===== config.mk =====
export PLATFORM = sky130hd
export DESIGN_NAME = switch_global_frame_policy_regs
export DESIGN_NICKNAME = d
export VERILOG_FILES = /design/src/frame_policy_pkg.sv /design/src/switch_global_frame_policy_regs.sv
export VERILOG_INCLUDE_DIRS = /design/src
export SDC_FILE = /design/constraint.sdc
export NUM_CORES = 1
export LEC_CHECK = 0
export ABC_CLOCK_PERIOD_IN_PS = 2500
export BUFFER_PORTS_ARGS = -buffer_cell sky130_fd_sc_hd__buf_2
export CORE_MARGIN = 5
export CORE_UTILIZATION = 45
export DETAILED_ROUTE_END_ITERATION = 10
export PLACE_DENSITY = 0.76
export SLEW_MARGIN = 20
export SYNTH_ARGS = -nofsm -noshare
export SYNTH_HDL_FRONTEND = slang
export SYNTH_SLANG_ARGS = --single-unit
export TNS_END_PERCENT = 1

===== constraint.sdc =====
create_clock -name REF_CLK -period 2.5 [get_ports REF_CLK]
set_clock_uncertainty 0.1 [all_clocks]
set_input_delay 0.625 -clock REF_CLK [delete_from_list [all_inputs] [get_ports REF_CLK]]
set_output_delay 0.625 -clock REF_CLK [all_outputs]
set_load 0.005 [all_outputs]

===== src/frame_policy_cfg.svh =====
// constants for the global frame policy register bank
// assumes an 8-bit register address space, one byte per register
`ifndef FRAME_POLICY_CFG_SVH
`define FRAME_POLICY_CFG_SVH

// --------------------------------------------------------------
// register offsets
// --------------------------------------------------------------
`define POLICY_CTRL_OFFSET      8'h04
`define FORWARD_OPT_OFFSET      8'h05

// --------------------------------------------------------------
// frame policy control fields
// --------------------------------------------------------------
`define PC_VLAN_DISCARD_BIT     7
`define PC_MCAST_EXCL_BIT       6
`define PC_BP_CARRIER_BIT       5
`define PC_FAIR_BIT             4
`define PC_COL_KEEP_BIT         3
`define PC_HUGE_BIT             2
`define PC_LEN_CHECK_DIS_BIT    1
`define POLICY_CTRL_RESET       8'hf0
`define POLICY_CTRL_WMASK       8'hfe

// --------------------------------------------------------------
// forwarding options fields
// --------------------------------------------------------------
`define FO_VLAN_EN_BIT          7
`define FO_IGMP_SNOOP_BIT       6
`define FO_DIRECT_BIT           5
`define FO_PRETAG_BIT           4
`define FO_TAG_MASK_BIT         1
`define FO_SNIFF_AND_BIT        0
`define FORWARD_OPT_RESET       8'h00
`define FORWARD_OPT_WMASK       8'hf3

// --------------------------------------------------------------
// frame limits and unmapped read value
// --------------------------------------------------------------
`define LEN_HUGE_MAX            11'h77c
`define LEN_RELAXED_MAX         11'h600
`define LEN_TAGGED_MAX          11'h5f2
`define LEN_UNTAGGED_MAX        11'h5ee
`define EXCESS_COLLISIONS       5'h10
`define UNMAPPED_READ           8'h00

`endif


===== src/frame_policy_pkg.sv =====
// types shared by the frame policy register bank
// assumes the forwarding engine fills a frame query per frame
package frame_policy_pkg;

    // --------------------------------------------------------------
    // one frame to be judged
    // --------------------------------------------------------------
    typedef struct packed {
        logic        known_unicast;    // known unicast destination
        logic        is_multicast;     // multicast destination
        logic        is_broadcast;     // all-ones destination
        logic        crosses_vlan;     // leaves source port vlan
        logic        is_tagged;        // carries a vlan tag
        logic        special_cpu_tag;  // special_cpu_tag_id to ports 1-4
        logic [10:0] frame_len;        // length in bytes
        logic [4:0]  collisions;       // collisions seen so far
        logic        is_igmp;          // igmp frame
        logic [11:0] vid;              // frame vid
        logic        src_sniff_hit;    // source port is sniffed
        logic        dst_sniff_hit;    // destination port is sniffed
        logic        fc_contention;    // flow-ctl and non-flow-ctl share dest
        logic        from_host;        // received on host_mac_port
        logic        directive_valid;  // preamble directive seen
        logic [4:0]  directive_mask;   // ports named by the directive
        logic        to_host;          // leaves on host_mac_port
        logic [2:0]  src_port;         // ingress port number
    } frame_query_t;

    // --------------------------------------------------------------
    // verdict for one frame
    // --------------------------------------------------------------
    typedef struct packed {
        logic        vlan_block;       // stop at vlan boundary
        logic        storm_count;      // counts toward storm limit
        logic        drop_nonfc;       // drop from non-flow-ctl source
        logic        throttle_fc;      // throttle flow-ctl source
        logic        drop_collision;   // excessive collision drop
        logic        drop_oversize;    // too long for current limit
        logic        igmp_to_host;     // send copy to host port
        logic        bypass_lookup;    // direct mode forwarding
        logic        use_port_mask;    // mask overrides lookup
        logic [4:0]  port_mask;        // destination ports
        logic        mirror;           // copy to sniffer
        logic        pretag_valid;     // put source in preamble
        logic [2:0]  pretag_src;       // source port for the preamble
    } frame_verdict_t;

    // --------------------------------------------------------------
    // static settings seen by the mac and engine
    // --------------------------------------------------------------
    typedef struct packed {
        logic bp_carrier_sense;        // else collision based
        logic fair_mode;               // fairness between sources
        logic vlan_enable;             // tagged vlan mode
        logic direct_mode;             // host directs forwarding
        logic pretag_enable;           // host frames pre-tagged
    } policy_view_t;

endpackage : frame_policy_pkg


===== src/switch_global_frame_policy_regs.sv =====
// global frame policy registers and the per-frame verdict logic
// assumes the register port and frame query are synchronous to REF_CLK
//
// Function
// - cleared discard lets known unicast cross vlans
// - set discard blocks every frame crossing vlans
// - storm counts broadcast, multicast only when cleared
// - back pressure carrier-sense when set, else collision
// - fair mode drops non-flow-controlled source frames
// - unfair mode throttles the flow-controlled source
// - keep bit stops sixteen-collision frame drop
// - huge bit allows 1916 bytes, overrides check
// - check disable allows 1536 bytes otherwise
// - default limits 1522 tagged, 1536 tagged with special cpu tag, 1518 untagged
// - vlan enable bit turns on tagged vlan
// - igmp snooping forwards igmp frames to host
// - direct mode forwards per preamble, no lookup
// - pre-tag marks host-bound frames with source
// - tag mask uses vid low bits, vlan off
// - sniff and-mode needs both ports matching
`include "frame_policy_cfg.svh"

module switch_global_frame_policy_regs
    import frame_policy_pkg::*;
(
    input  wire logic           REF_CLK,
    input  wire logic           NRST,
    input  wire logic [7:0]     REG_ADDR,
    input  wire logic           REG_WR,
    input  wire logic [7:0]     REG_WDATA,
    output logic      [7:0]     REG_RDATA,
    input  wire logic           COLLISION_POLICY_STRAP_PIN,
    input  wire logic           QRY_VALID,
    input  wire frame_query_t   QRY,
    output logic                VRD_VALID,
    output frame_verdict_t      VRD,
    output policy_view_t        POLICY
);

    // --------------------------------------------------------------
    // register state
    // --------------------------------------------------------------
    logic [7:0]     policy_ctrl_reg;    // frame policy control
    logic [7:0]     policy_ctrl_next;
    logic [7:0]     fwd_opt_reg;        // forwarding options
    logic [7:0]     fwd_opt_next;
    logic [7:0]     rdata_reg;          // registered read data
    logic [7:0]     rdata_next;
    logic           strap_done_reg;     // strap already sampled
    logic           strap_done_next;

    // next register values; strap is taken on the first edge after
    // release, since an async reset may only load constants
    always_comb
    begin
        policy_ctrl_next = policy_ctrl_reg;
        fwd_opt_next     = fwd_opt_reg;
        strap_done_next  = 1'b1;
        // collision keep default follows the strap
        if (!strap_done_reg)
        begin
            policy_ctrl_next[`PC_COL_KEEP_BIT] = COLLISION_POLICY_STRAP_PIN;
        end
        // writes; reserved and foreign bits stay zero
        if (REG_WR && (REG_ADDR == `POLICY_CTRL_OFFSET))
        begin
            policy_ctrl_next = REG_WDATA & `POLICY_CTRL_WMASK;
        end
        else if (REG_WR && (REG_ADDR == `FORWARD_OPT_OFFSET))
        begin
            fwd_opt_next = REG_WDATA & `FORWARD_OPT_WMASK;
        end
        // read decode, unmapped reads zero
        case (REG_ADDR)
            `POLICY_CTRL_OFFSET: rdata_next = policy_ctrl_reg;
            `FORWARD_OPT_OFFSET: rdata_next = fwd_opt_reg;
            default:             rdata_next = `UNMAPPED_READ;
        endcase
    end

    // register update
    always_ff @(posedge REF_CLK or negedge NRST)
    begin
        if (!NRST)
        begin
            policy_ctrl_reg <= `POLICY_CTRL_RESET;
            fwd_opt_reg     <= `FORWARD_OPT_RESET;
            rdata_reg       <= `UNMAPPED_READ;
            strap_done_reg  <= 1'b0;
        end
        else
        begin
            policy_ctrl_reg <= policy_ctrl_next;
            fwd_opt_reg     <= fwd_opt_next;
            rdata_reg       <= rdata_next;
            strap_done_reg  <= strap_done_next;
        end
    end

    assign REG_RDATA = rdata_reg;

    // --------------------------------------------------------------
    // decoded settings
    // --------------------------------------------------------------
    logic           vlan_discard;       // strict vlan boundary
    logic           mcast_excl;         // storm ignores multicast
    logic           fair_mode;          // fairness selected
    logic           col_keep;           // keep excessive collisions
    logic           huge_en;            // huge frames allowed
    logic           len_check_dis;      // relaxed length check
    logic           vlan_en;            // tagged vlan mode
    logic           tag_mask_en;        // vid mask requested
    logic           sniff_and;          // both ports must match

    assign vlan_discard  = policy_ctrl_reg[`PC_VLAN_DISCARD_BIT];
    assign mcast_excl    = policy_ctrl_reg[`PC_MCAST_EXCL_BIT];
    assign fair_mode     = policy_ctrl_reg[`PC_FAIR_BIT];
    assign col_keep      = policy_ctrl_reg[`PC_COL_KEEP_BIT];
    assign huge_en       = policy_ctrl_reg[`PC_HUGE_BIT];
    assign len_check_dis = policy_ctrl_reg[`PC_LEN_CHECK_DIS_BIT];
    assign vlan_en       = fwd_opt_reg[`FO_VLAN_EN_BIT];
    assign tag_mask_en   = fwd_opt_reg[`FO_TAG_MASK_BIT];
    assign sniff_and     = fwd_opt_reg[`FO_SNIFF_AND_BIT];

    // static settings for the mac and engine
    always_comb
    begin
        POLICY.bp_carrier_sense = policy_ctrl_reg[`PC_BP_CARRIER_BIT];
        POLICY.fair_mode        = fair_mode;
        POLICY.vlan_enable      = vlan_en;
        POLICY.direct_mode      = fwd_opt_reg[`FO_DIRECT_BIT];
        POLICY.pretag_enable    = fwd_opt_reg[`FO_PRETAG_BIT];
    end

    // --------------------------------------------------------------
    // per-frame verdict
    // --------------------------------------------------------------
    frame_verdict_t vrd_reg;            // registered verdict
    frame_verdict_t vrd_next;
    logic           vrd_valid_reg;      // verdict strobe
    logic           vrd_valid_next;
    logic [10:0]    len_limit;          // length limit for this frame

    // verdict computed from the query and the current settings
    always_comb
    begin
        vrd_next       = vrd_reg;
        vrd_valid_next = QRY_VALID;
        len_limit      = `LEN_UNTAGGED_MAX;
        // huge limit wins over the check disable
        if (huge_en)
        begin
            len_limit = `LEN_HUGE_MAX;
        end
        else if (len_check_dis)
        begin
            len_limit = `LEN_RELAXED_MAX;
        end
        else if (QRY.is_tagged && QRY.special_cpu_tag)
        begin
            len_limit = `LEN_RELAXED_MAX;
        end
        else if (QRY.is_tagged)
        begin
            len_limit = `LEN_TAGGED_MAX;
        end
        if (QRY_VALID)
        begin
            vrd_next.vlan_block     = QRY.crosses_vlan && (vlan_discard || !QRY.known_unicast);
            vrd_next.storm_count    = QRY.is_broadcast || (QRY.is_multicast && !mcast_excl);
            vrd_next.drop_nonfc     = QRY.fc_contention && fair_mode;
            vrd_next.throttle_fc    = QRY.fc_contention && !fair_mode;
            vrd_next.drop_collision = (QRY.collisions >= `EXCESS_COLLISIONS) && !col_keep;
            vrd_next.drop_oversize  = QRY.frame_len > len_limit;
            vrd_next.igmp_to_host   = fwd_opt_reg[`FO_IGMP_SNOOP_BIT] && QRY.is_igmp;
            vrd_next.bypass_lookup  = fwd_opt_reg[`FO_DIRECT_BIT] && QRY.from_host && QRY.directive_valid;
            // vid mask only without tagged vlan
            vrd_next.use_port_mask  = vrd_next.bypass_lookup || (tag_mask_en && !vlan_en);
            vrd_next.port_mask      = vrd_next.bypass_lookup ? QRY.directive_mask : QRY.vid[4:0];
            vrd_next.mirror         = sniff_and ? (QRY.src_sniff_hit && QRY.dst_sniff_hit)
                                                : (QRY.src_sniff_hit || QRY.dst_sniff_hit);
            vrd_next.pretag_valid   = fwd_opt_reg[`FO_PRETAG_BIT] && QRY.to_host;
            vrd_next.pretag_src     = QRY.src_port;
        end
    end

    // verdict registers
    always_ff @(posedge REF_CLK or negedge NRST)
    begin
        if (!NRST)
        begin
            vrd_reg       <= '0;
            vrd_valid_reg <= 1'b0;
        end
        else
        begin
            vrd_reg       <= vrd_next;
            vrd_valid_reg <= vrd_valid_next;
        end
    end

    assign VRD       = vrd_reg;
    assign VRD_VALID = vrd_valid_reg;

    // --------------------------------------------------------------
    // checks
    // --------------------------------------------------------------
    property p_unicast_cross;
        @(posedge REF_CLK) disable iff (!NRST)
        QRY_VALID && QRY.crosses_vlan && QRY.known_unicast && !vlan_discard |=> VRD_VALID && !VRD.vlan_block;
    endproperty
    a_unicast_cross: assert property (p_unicast_cross) else $error("known unicast blocked");

    property p_strict_vlan;
        @(posedge REF_CLK) disable iff (!NRST)
        QRY_VALID && QRY.crosses_vlan && vlan_discard |=> VRD.vlan_block;
    endproperty
    a_strict_vlan: assert property (p_strict_vlan) else $error("vlan crossing not blocked");

    property p_storm;
        @(posedge REF_CLK) disable iff (!NRST)
        QRY_VALID && QRY.is_multicast && !QRY.is_broadcast |=> VRD.storm_count == !$past(mcast_excl);
    endproperty
    a_storm: assert property (p_storm) else $error("multicast storm scope wrong");

    property p_bp_style;
        @(posedge REF_CLK) disable iff (!NRST)
        REG_WR && REG_ADDR == `POLICY_CTRL_OFFSET |=> POLICY.bp_carrier_sense == $past(REG_WDATA[`PC_BP_CARRIER_BIT]);
    endproperty
    a_bp_style: assert property (p_bp_style) else $error("back pressure style not updated");

    property p_fairness;
        @(posedge REF_CLK) disable iff (!NRST)
        QRY_VALID && QRY.fc_contention |=> (VRD.drop_nonfc ^ VRD.throttle_fc) && VRD.drop_nonfc == $past(fair_mode);
    endproperty
    a_fairness: assert property (p_fairness) else $error("fairness verdict wrong");

    property p_collision;
        @(posedge REF_CLK) disable iff (!NRST)
        QRY_VALID && QRY.collisions >= `EXCESS_COLLISIONS |=> VRD.drop_collision != $past(col_keep);
    endproperty
    a_collision: assert property (p_collision) else $error("excessive collision verdict wrong");

    property p_huge;
        @(posedge REF_CLK) disable iff (!NRST)
        QRY_VALID && huge_en |=> VRD.drop_oversize == ($past(QRY.frame_len) > `LEN_HUGE_MAX);
    endproperty
    a_huge: assert property (p_huge) else $error("huge limit wrong");

    property p_relaxed;
        @(posedge REF_CLK) disable iff (!NRST)
        QRY_VALID && !huge_en && len_check_dis |=> VRD.drop_oversize == ($past(QRY.frame_len) > `LEN_RELAXED_MAX);
    endproperty
    a_relaxed: assert property (p_relaxed) else $error("relaxed limit wrong");

    property p_default_len;
        @(posedge REF_CLK) disable iff (!NRST)
        QRY_VALID && !huge_en && !len_check_dis && !QRY.is_tagged
        |=> VRD.drop_oversize == ($past(QRY.frame_len) > `LEN_UNTAGGED_MAX);
    endproperty
    a_default_len: assert property (p_default_len) else $error("untagged limit wrong");

    property p_igmp;
        @(posedge REF_CLK) disable iff (!NRST)
        QRY_VALID && QRY.is_igmp |=> VRD.igmp_to_host == $past(fwd_opt_reg[`FO_IGMP_SNOOP_BIT]);
    endproperty
    a_igmp: assert property (p_igmp) else $error("igmp snooping verdict wrong");

    property p_direct;
        @(posedge REF_CLK) disable iff (!NRST)
        QRY_VALID && POLICY.direct_mode && QRY.from_host && QRY.directive_valid
        |=> VRD.bypass_lookup && VRD.port_mask == $past(QRY.directive_mask);
    endproperty
    a_direct: assert property (p_direct) else $error("direct forwarding wrong");

    property p_tag_mask;
        @(posedge REF_CLK) disable iff (!NRST)
        QRY_VALID && vlan_en && !(POLICY.direct_mode && QRY.from_host && QRY.directive_valid)
        |=> !VRD.use_port_mask;
    endproperty
    a_tag_mask: assert property (p_tag_mask) else $error("tag mask active in vlan mode");

    property p_sniff_and;
        @(posedge REF_CLK) disable iff (!NRST)
        QRY_VALID && sniff_and && (QRY.src_sniff_hit != QRY.dst_sniff_hit) |=> !VRD.mirror;
    endproperty
    a_sniff_and: assert property (p_sniff_and) else $error("and-mode sniff mirrored one side");

endmodule : switch_global_frame_policy_regs


======== Word level (Yosys, flattened, before mapping) ========
Cells that the tools add are included.
Widths: inputs -> output; s select.
cells by class
  add/subtract/negate cells ............... 0
  multiply operators ...................... 0
  divide/modulo/power cells ............... 0
  order comparisons ....................... 2
  equality and inequality tests ........... 3
  shifts and indexed selects .............. 0
  mux-type cells .......................... 9
  bitwise operators ....................... 1
  reduce and logical (&&, ||, !) cells .... 24
operators by type and width
  operator            count
  $mux 10             3
  $eq 8x3->1 const B  2
  $pmux 8 s2          1
  $logic_and 1x1->1   14
  $gt 11x11->1        1
  $mux 5              2
  $ge 5x5->1 const B  1
  $logic_not 1->1     5
  $logic_or 1x1->1    4
  $mux 4              1
  $mux 1              2
  $ne 2x1->1 const B  1
  $reduce_and 2->1    1
  $not 1->1           1
storage, ports and cells
  register bits ........................... 42
  latch bits .............................. 0
  RAM bits ................................ 0
  ROM bits ................................ 0
  input bits .............................. 70
  output and inout port bits .............. 33
  word-level logic and storage cells ...... 58
  memories ................................ 0

======== Logic depth before layout (Yosys ltp) ========
  depth in word-level cells ............... 5
  gate-level depth with buffers ........... 8
  mapped depth without buffers ............ 8

======== Least setup slack after synthesis ========
OpenSTA, ideal clock, no wires.
  path type ............................... input port to flip-flop
  from .................................... in QRY[44] (netlist name)
  to ...................................... reg vrd_reg (netlist bit VRD[13])
  setup time .............................. 0.120 ns
  arrival time ............................ 1.797 ns
  path slack .............................. 0.483 ns
  cell stages on the path ................. 7
  buffers on the path ..................... 0
  cells stage by stage .................... a21oi_1 nor2_1 ha_1 a21o_1 a21oi_1 o2111ai_1 a41o_1
between the ends
  cells in the longest elaborated chain, start to end .. 5
RTL lines
  what                                         RTL line                                                                        source
  start: declaration                           switch_global_frame_policy_regs.sv:34                                           input wire frame_query_t QRY,
  $mux 5 or $logic_and 1x1->1 (tied branches)  switch_global_frame_policy_regs.sv:163, switch_global_frame_policy_regs.sv:159
  $mux 10 *                                    switch_global_frame_policy_regs.sv:159                                          else if (QRY.is_tagged && QRY.special_cpu_tag)
  $mux 10 *                                    switch_global_frame_policy_regs.sv:155                                          else if (len_check_dis)
  $mux 10 *                                    switch_global_frame_policy_regs.sv:151                                          if (huge_en)
  $gt 11x11->1 *                               switch_global_frame_policy_regs.sv:174                                          vrd_next.drop_oversize = QRY.frame_len > len_limit;
  end signal: assignment                       switch_global_frame_policy_regs.sv:197                                          vrd_reg <= vrd_next;
  end: declaration                             switch_global_frame_policy_regs.sv:138                                          frame_verdict_t vrd_reg;
Mark *: on every way between the ends. The rest lies on a longest branch, timed or not.
A chain may end at the register's enable or synchronous reset.

======== Worst setup path after layout ========
Same ends and word-level chain as after synthesis.

==> out/metrics.csv <==
stage,metric,value,unit
timing,Final Hold Vio Count,0,
power_and_ir_drop,sequential power share,54.1,%
placed_design,routability congestion estimate,0.8408,
clocking,"CTS clk-pin slew, worst paths",0.07,ns
timing,actual slew at the worst max-slew pin,0.6039,ns
detailed_routing,drt first pass iters,4,
power_and_ir_drop,Comb pwr share,14.3,%
clocking,postcts setup bufs,0,
timing,period utilization,79.73,%
detailed_routing,final WL,4314,µm
critical_path,"CP delay by family, top",compound AO/OA/AOI/OAI gates,
global_routing,vias in the first global route,1569,
floorplan,IO Pins,103,
power_and_ir_drop,clock power share,31.6,%
floorplan,die area,5848,µm²
final_layout,nets,337,
global_routing,gr ovfl total,0,
timing,top achievable clock speed,501.7,MHz
placed_design,dpl hpwl,3477,µm
power_and_ir_drop,VDD IR-drop max,0.0003206,V
final_layout,post-route design area,2557,µm²
critical_path,R2R Path Start,policy_ctrl_reg[1],
global_routing,GRT Total Usage,15.10,%
global_routing,first-pass GRT wire length,7231,µm
detailed_routing,drt drc,0,
critical_path,R2R Setup Slk,0.54,ns
global_routing,initial antenna violation count,0,
job,Max Cap Viol,0,
yosys,Synth Net Count,246,
clocking,CTS max path bufs,2,
timing,RSZ-0062 raised after global routing,false,
detailed_routing,Via-to-Cell Ratio,4.897,
detailed_routing,DR vias,1523,
yosys,Cell variety after synth,35,
critical_path,crit path launch type,primary input,
clocking,Resized Gates After CTS,0,
final_layout,footprint of the multi-input gates,819.5,µm²
placed_design,IO buf count,91,
run_status,outcome,completed,
critical_path,Critical Path RT,2.58,ns
critical_path,Crit path buffers/inverters,1,
clocking,clock latency on the worst-skew pair,0.28,ns
final_layout,Fillers,382,
floorplan,Die Width,76.47,µm
final_layout,layout cell share with drive strength beyond 1,48.26,%
power_and_ir_drop,LEAKAGE,1.421,nW
critical_path,crit-path most repeated cell,a21oi_1,
critical_path,worst-path fanout max,3,
detailed_routing,wire per inst,13.87,µm
power_and_ir_drop,switching part of the total,23.49,%
yosys,syn_area_per_cell,11.91,µm²
yosys,sequential share of the synthesized area,53.12,%
floorplan,Site Rows,24,
critical_path,slowest cell delay on critical path,0.31,ns
floorplan,Starting Density,45.98,%
timing,min Tclk post-route,1.993,ns
clocking,Num CTS Buffers,5,
timing,Max Transition Viols Final,0,
yosys,Post-Syn Instances,167,
clocking,CTS root buf,clkbuf_8,
critical_path,crit end category,flip-flop,
global_routing,largest net degree at the start of global routing,35,
detailed_routing,antenna-violating nets left,0,
floorplan,Core Area,4324,µm²
hold_path,worst min path class,in2async,
clocking,CTS sink count,42,
placed_design,Post-Place Cell Area,2467,µm²
power_and_ir_drop,P_sw,0.0003213,W
critical_path,kind of critical path,in2reg,
yosys,top_reg_cell synth,dfrtp_1,
yosys,Ys Warns,0,
final_layout,synth-to-layout area growth,28.63,%
final_layout,diodes inserted,0,
floorplan,Die Ht,76.47,µm
power_and_ir_drop,pwr dens,534.7,nW/µm²
final_layout,number of flip-flops under the largest register name,19,
critical_path,crit-path cells,buf_2 -> a21oi_1 -> nor2_1 -> ha_1 -> a21o_1 -> a21oi_1 -> o2111ai_1 -> a41o_1,
critical_path,FF-to-FF path depth,7,
clocking,CTS tree,yes,
yosys,"EDFF count, synth",0,
critical_path,"slowest stage cell, crit path",ha_1,
final_layout,"commonest non-fill, non-tap cell in the layout",buf_2,
detailed_routing,Initial DRC Count,58,
timing,setup violators final,0,
critical_path,reg2reg end,VRD[13],
clocking,Hold Buf Count CTS,0,
final_layout,Storage cell area,1056,µm²
yosys,Mapped Area,1988,µm²
power_and_ir_drop,P_int,0.001046,W
yosys,ys async rst share,100.0,%
timing,Slew HR,59.74,%
clocking,H-tree levels,2,
final_layout,"commonest non-fill, non-tap cells in the layout","91 x buf_2, 38 x dfrtp_1, 14 x nor2_1, 14 x a21oi_1, 13 x inv_1",
yosys,#FFs+latches synth,42,
timing,total negative slack,0,ns
critical_path,"Arr. time, crit path",2.07,ns
-- power groups by stage --
stage / sequential [W] / clock, W / combinational, W
2_1_floorplan: 0.000752 / 0 / 0.0000913
3_3_place_gp: 0.000752 / 0 / 0.000192
3_5_place_dp: 0.000753 / 0 / 0.000200
4_1_cts: 0.000740 / 0.000446 / 0.000201
5_1_grt: 0.000745 / 0.000489 / 0.000225
6_report: 0.000740 / 0.000432 / 0.000195
-- worst max-delay path by stage --
| stage | start | endpoint | cells past startpoint |
|---|---|---|---|
| global route | policy_ctrl_reg[1] | VRD[13] | 7 |
| floorplan | QRY[44] | VRD[13] | 7 |
| finish | QRY[44] | VRD[13] | 8 |
| global placement | QRY[44] | VRD[13] | 8 |
| detailed placement | QRY[44] | VRD[13] | 8 |
| CTS | QRY[44] | VRD[13] | 8 |
-- per-stage QoR --
stage               setup slack [ns]  total power [W]  util, %  hold slack [ns]  cells
CTS                           0.5110         0.001388    59.14           0.2607    311
global placement              0.2738        0.0009436    57.06           0.3866    303
global route                  0.3629         0.001459    59.14           0.2879    311
floorplan                     0.4826        0.0008437        -           0.2294    167
detailed placement            0.2058        0.0009537    57.06           0.3924    303
finish                        0.5069         0.001368    59.14           0.2459    311
-- area by class of cell --
| class | count | area share, % |
|---|---|---|
| flip-flops and latches | 42 | 41.29 |
| multi-input cells | 102 | 32.05 |
| repair buffers | 94 | 18.69 |
| clock buffers | 8 | 3.523 |
| well taps | 52 | 2.544 |
| inverters | 13 | 1.908 |
-- kinds of logic (layout without fill, tap and decap cells) --
| kind of cell | after synthesis | after routing | synth area share (%) |
|---|---|---|---|
| DFF | 42 | 42 | 53.12 |
| and+or+nand+nor | 37 | 37 | 11.58 |
| AOI/OAI and AO/OA | 32 | 32 | 10.07 |
| muxes | 23 | 23 | 13.72 |
| buffers and inverters | 23 | 115 | 5.664 |
| adders and majority gates | 9 | 9 | 5.664 |
| other | 1 | 1 | 0.1886 |
-- cell usage after synthesis, types with 2 or more instances --
library cell	n	area share, %
dfstp_2	4	5.3
nand2_1	3	0.57
and2_1	2	0.63
mux2_4	6	4.5
ha_1	9	5.7
nand3b_1	2	0.75
nand2b_1	2	0.63
dfrtp_1	38	48
o211ai_1	2	0.75
a21oi_1	14	3.5
inv_1	13	2.5
buf_4	5	1.9
clkbuf_1	4	0.75
nand3_1	5	1.3
mux2i_1	7	3.5
nor2_1	14	2.6
a22o_1	5	2.2
o21ai_0	6	1.5
mux2_2	10	5.7
-- routing by layer --
| layer | GRT usage, % | up-vias | part of all wire, % |
|---|---|---|---|
| li1 | - | 764 | - |
| met1 | 18.49 | 701 | 41 |
| met2 | 25.34 | 58 | 49 |
| met3 | 6.383 | 0 | 9.9 |
| met4 | 2.098 | 0 | 0 |
| met5 | 0 | - | 0 |
Note: power is estimated with default switching activity, not from simulation.
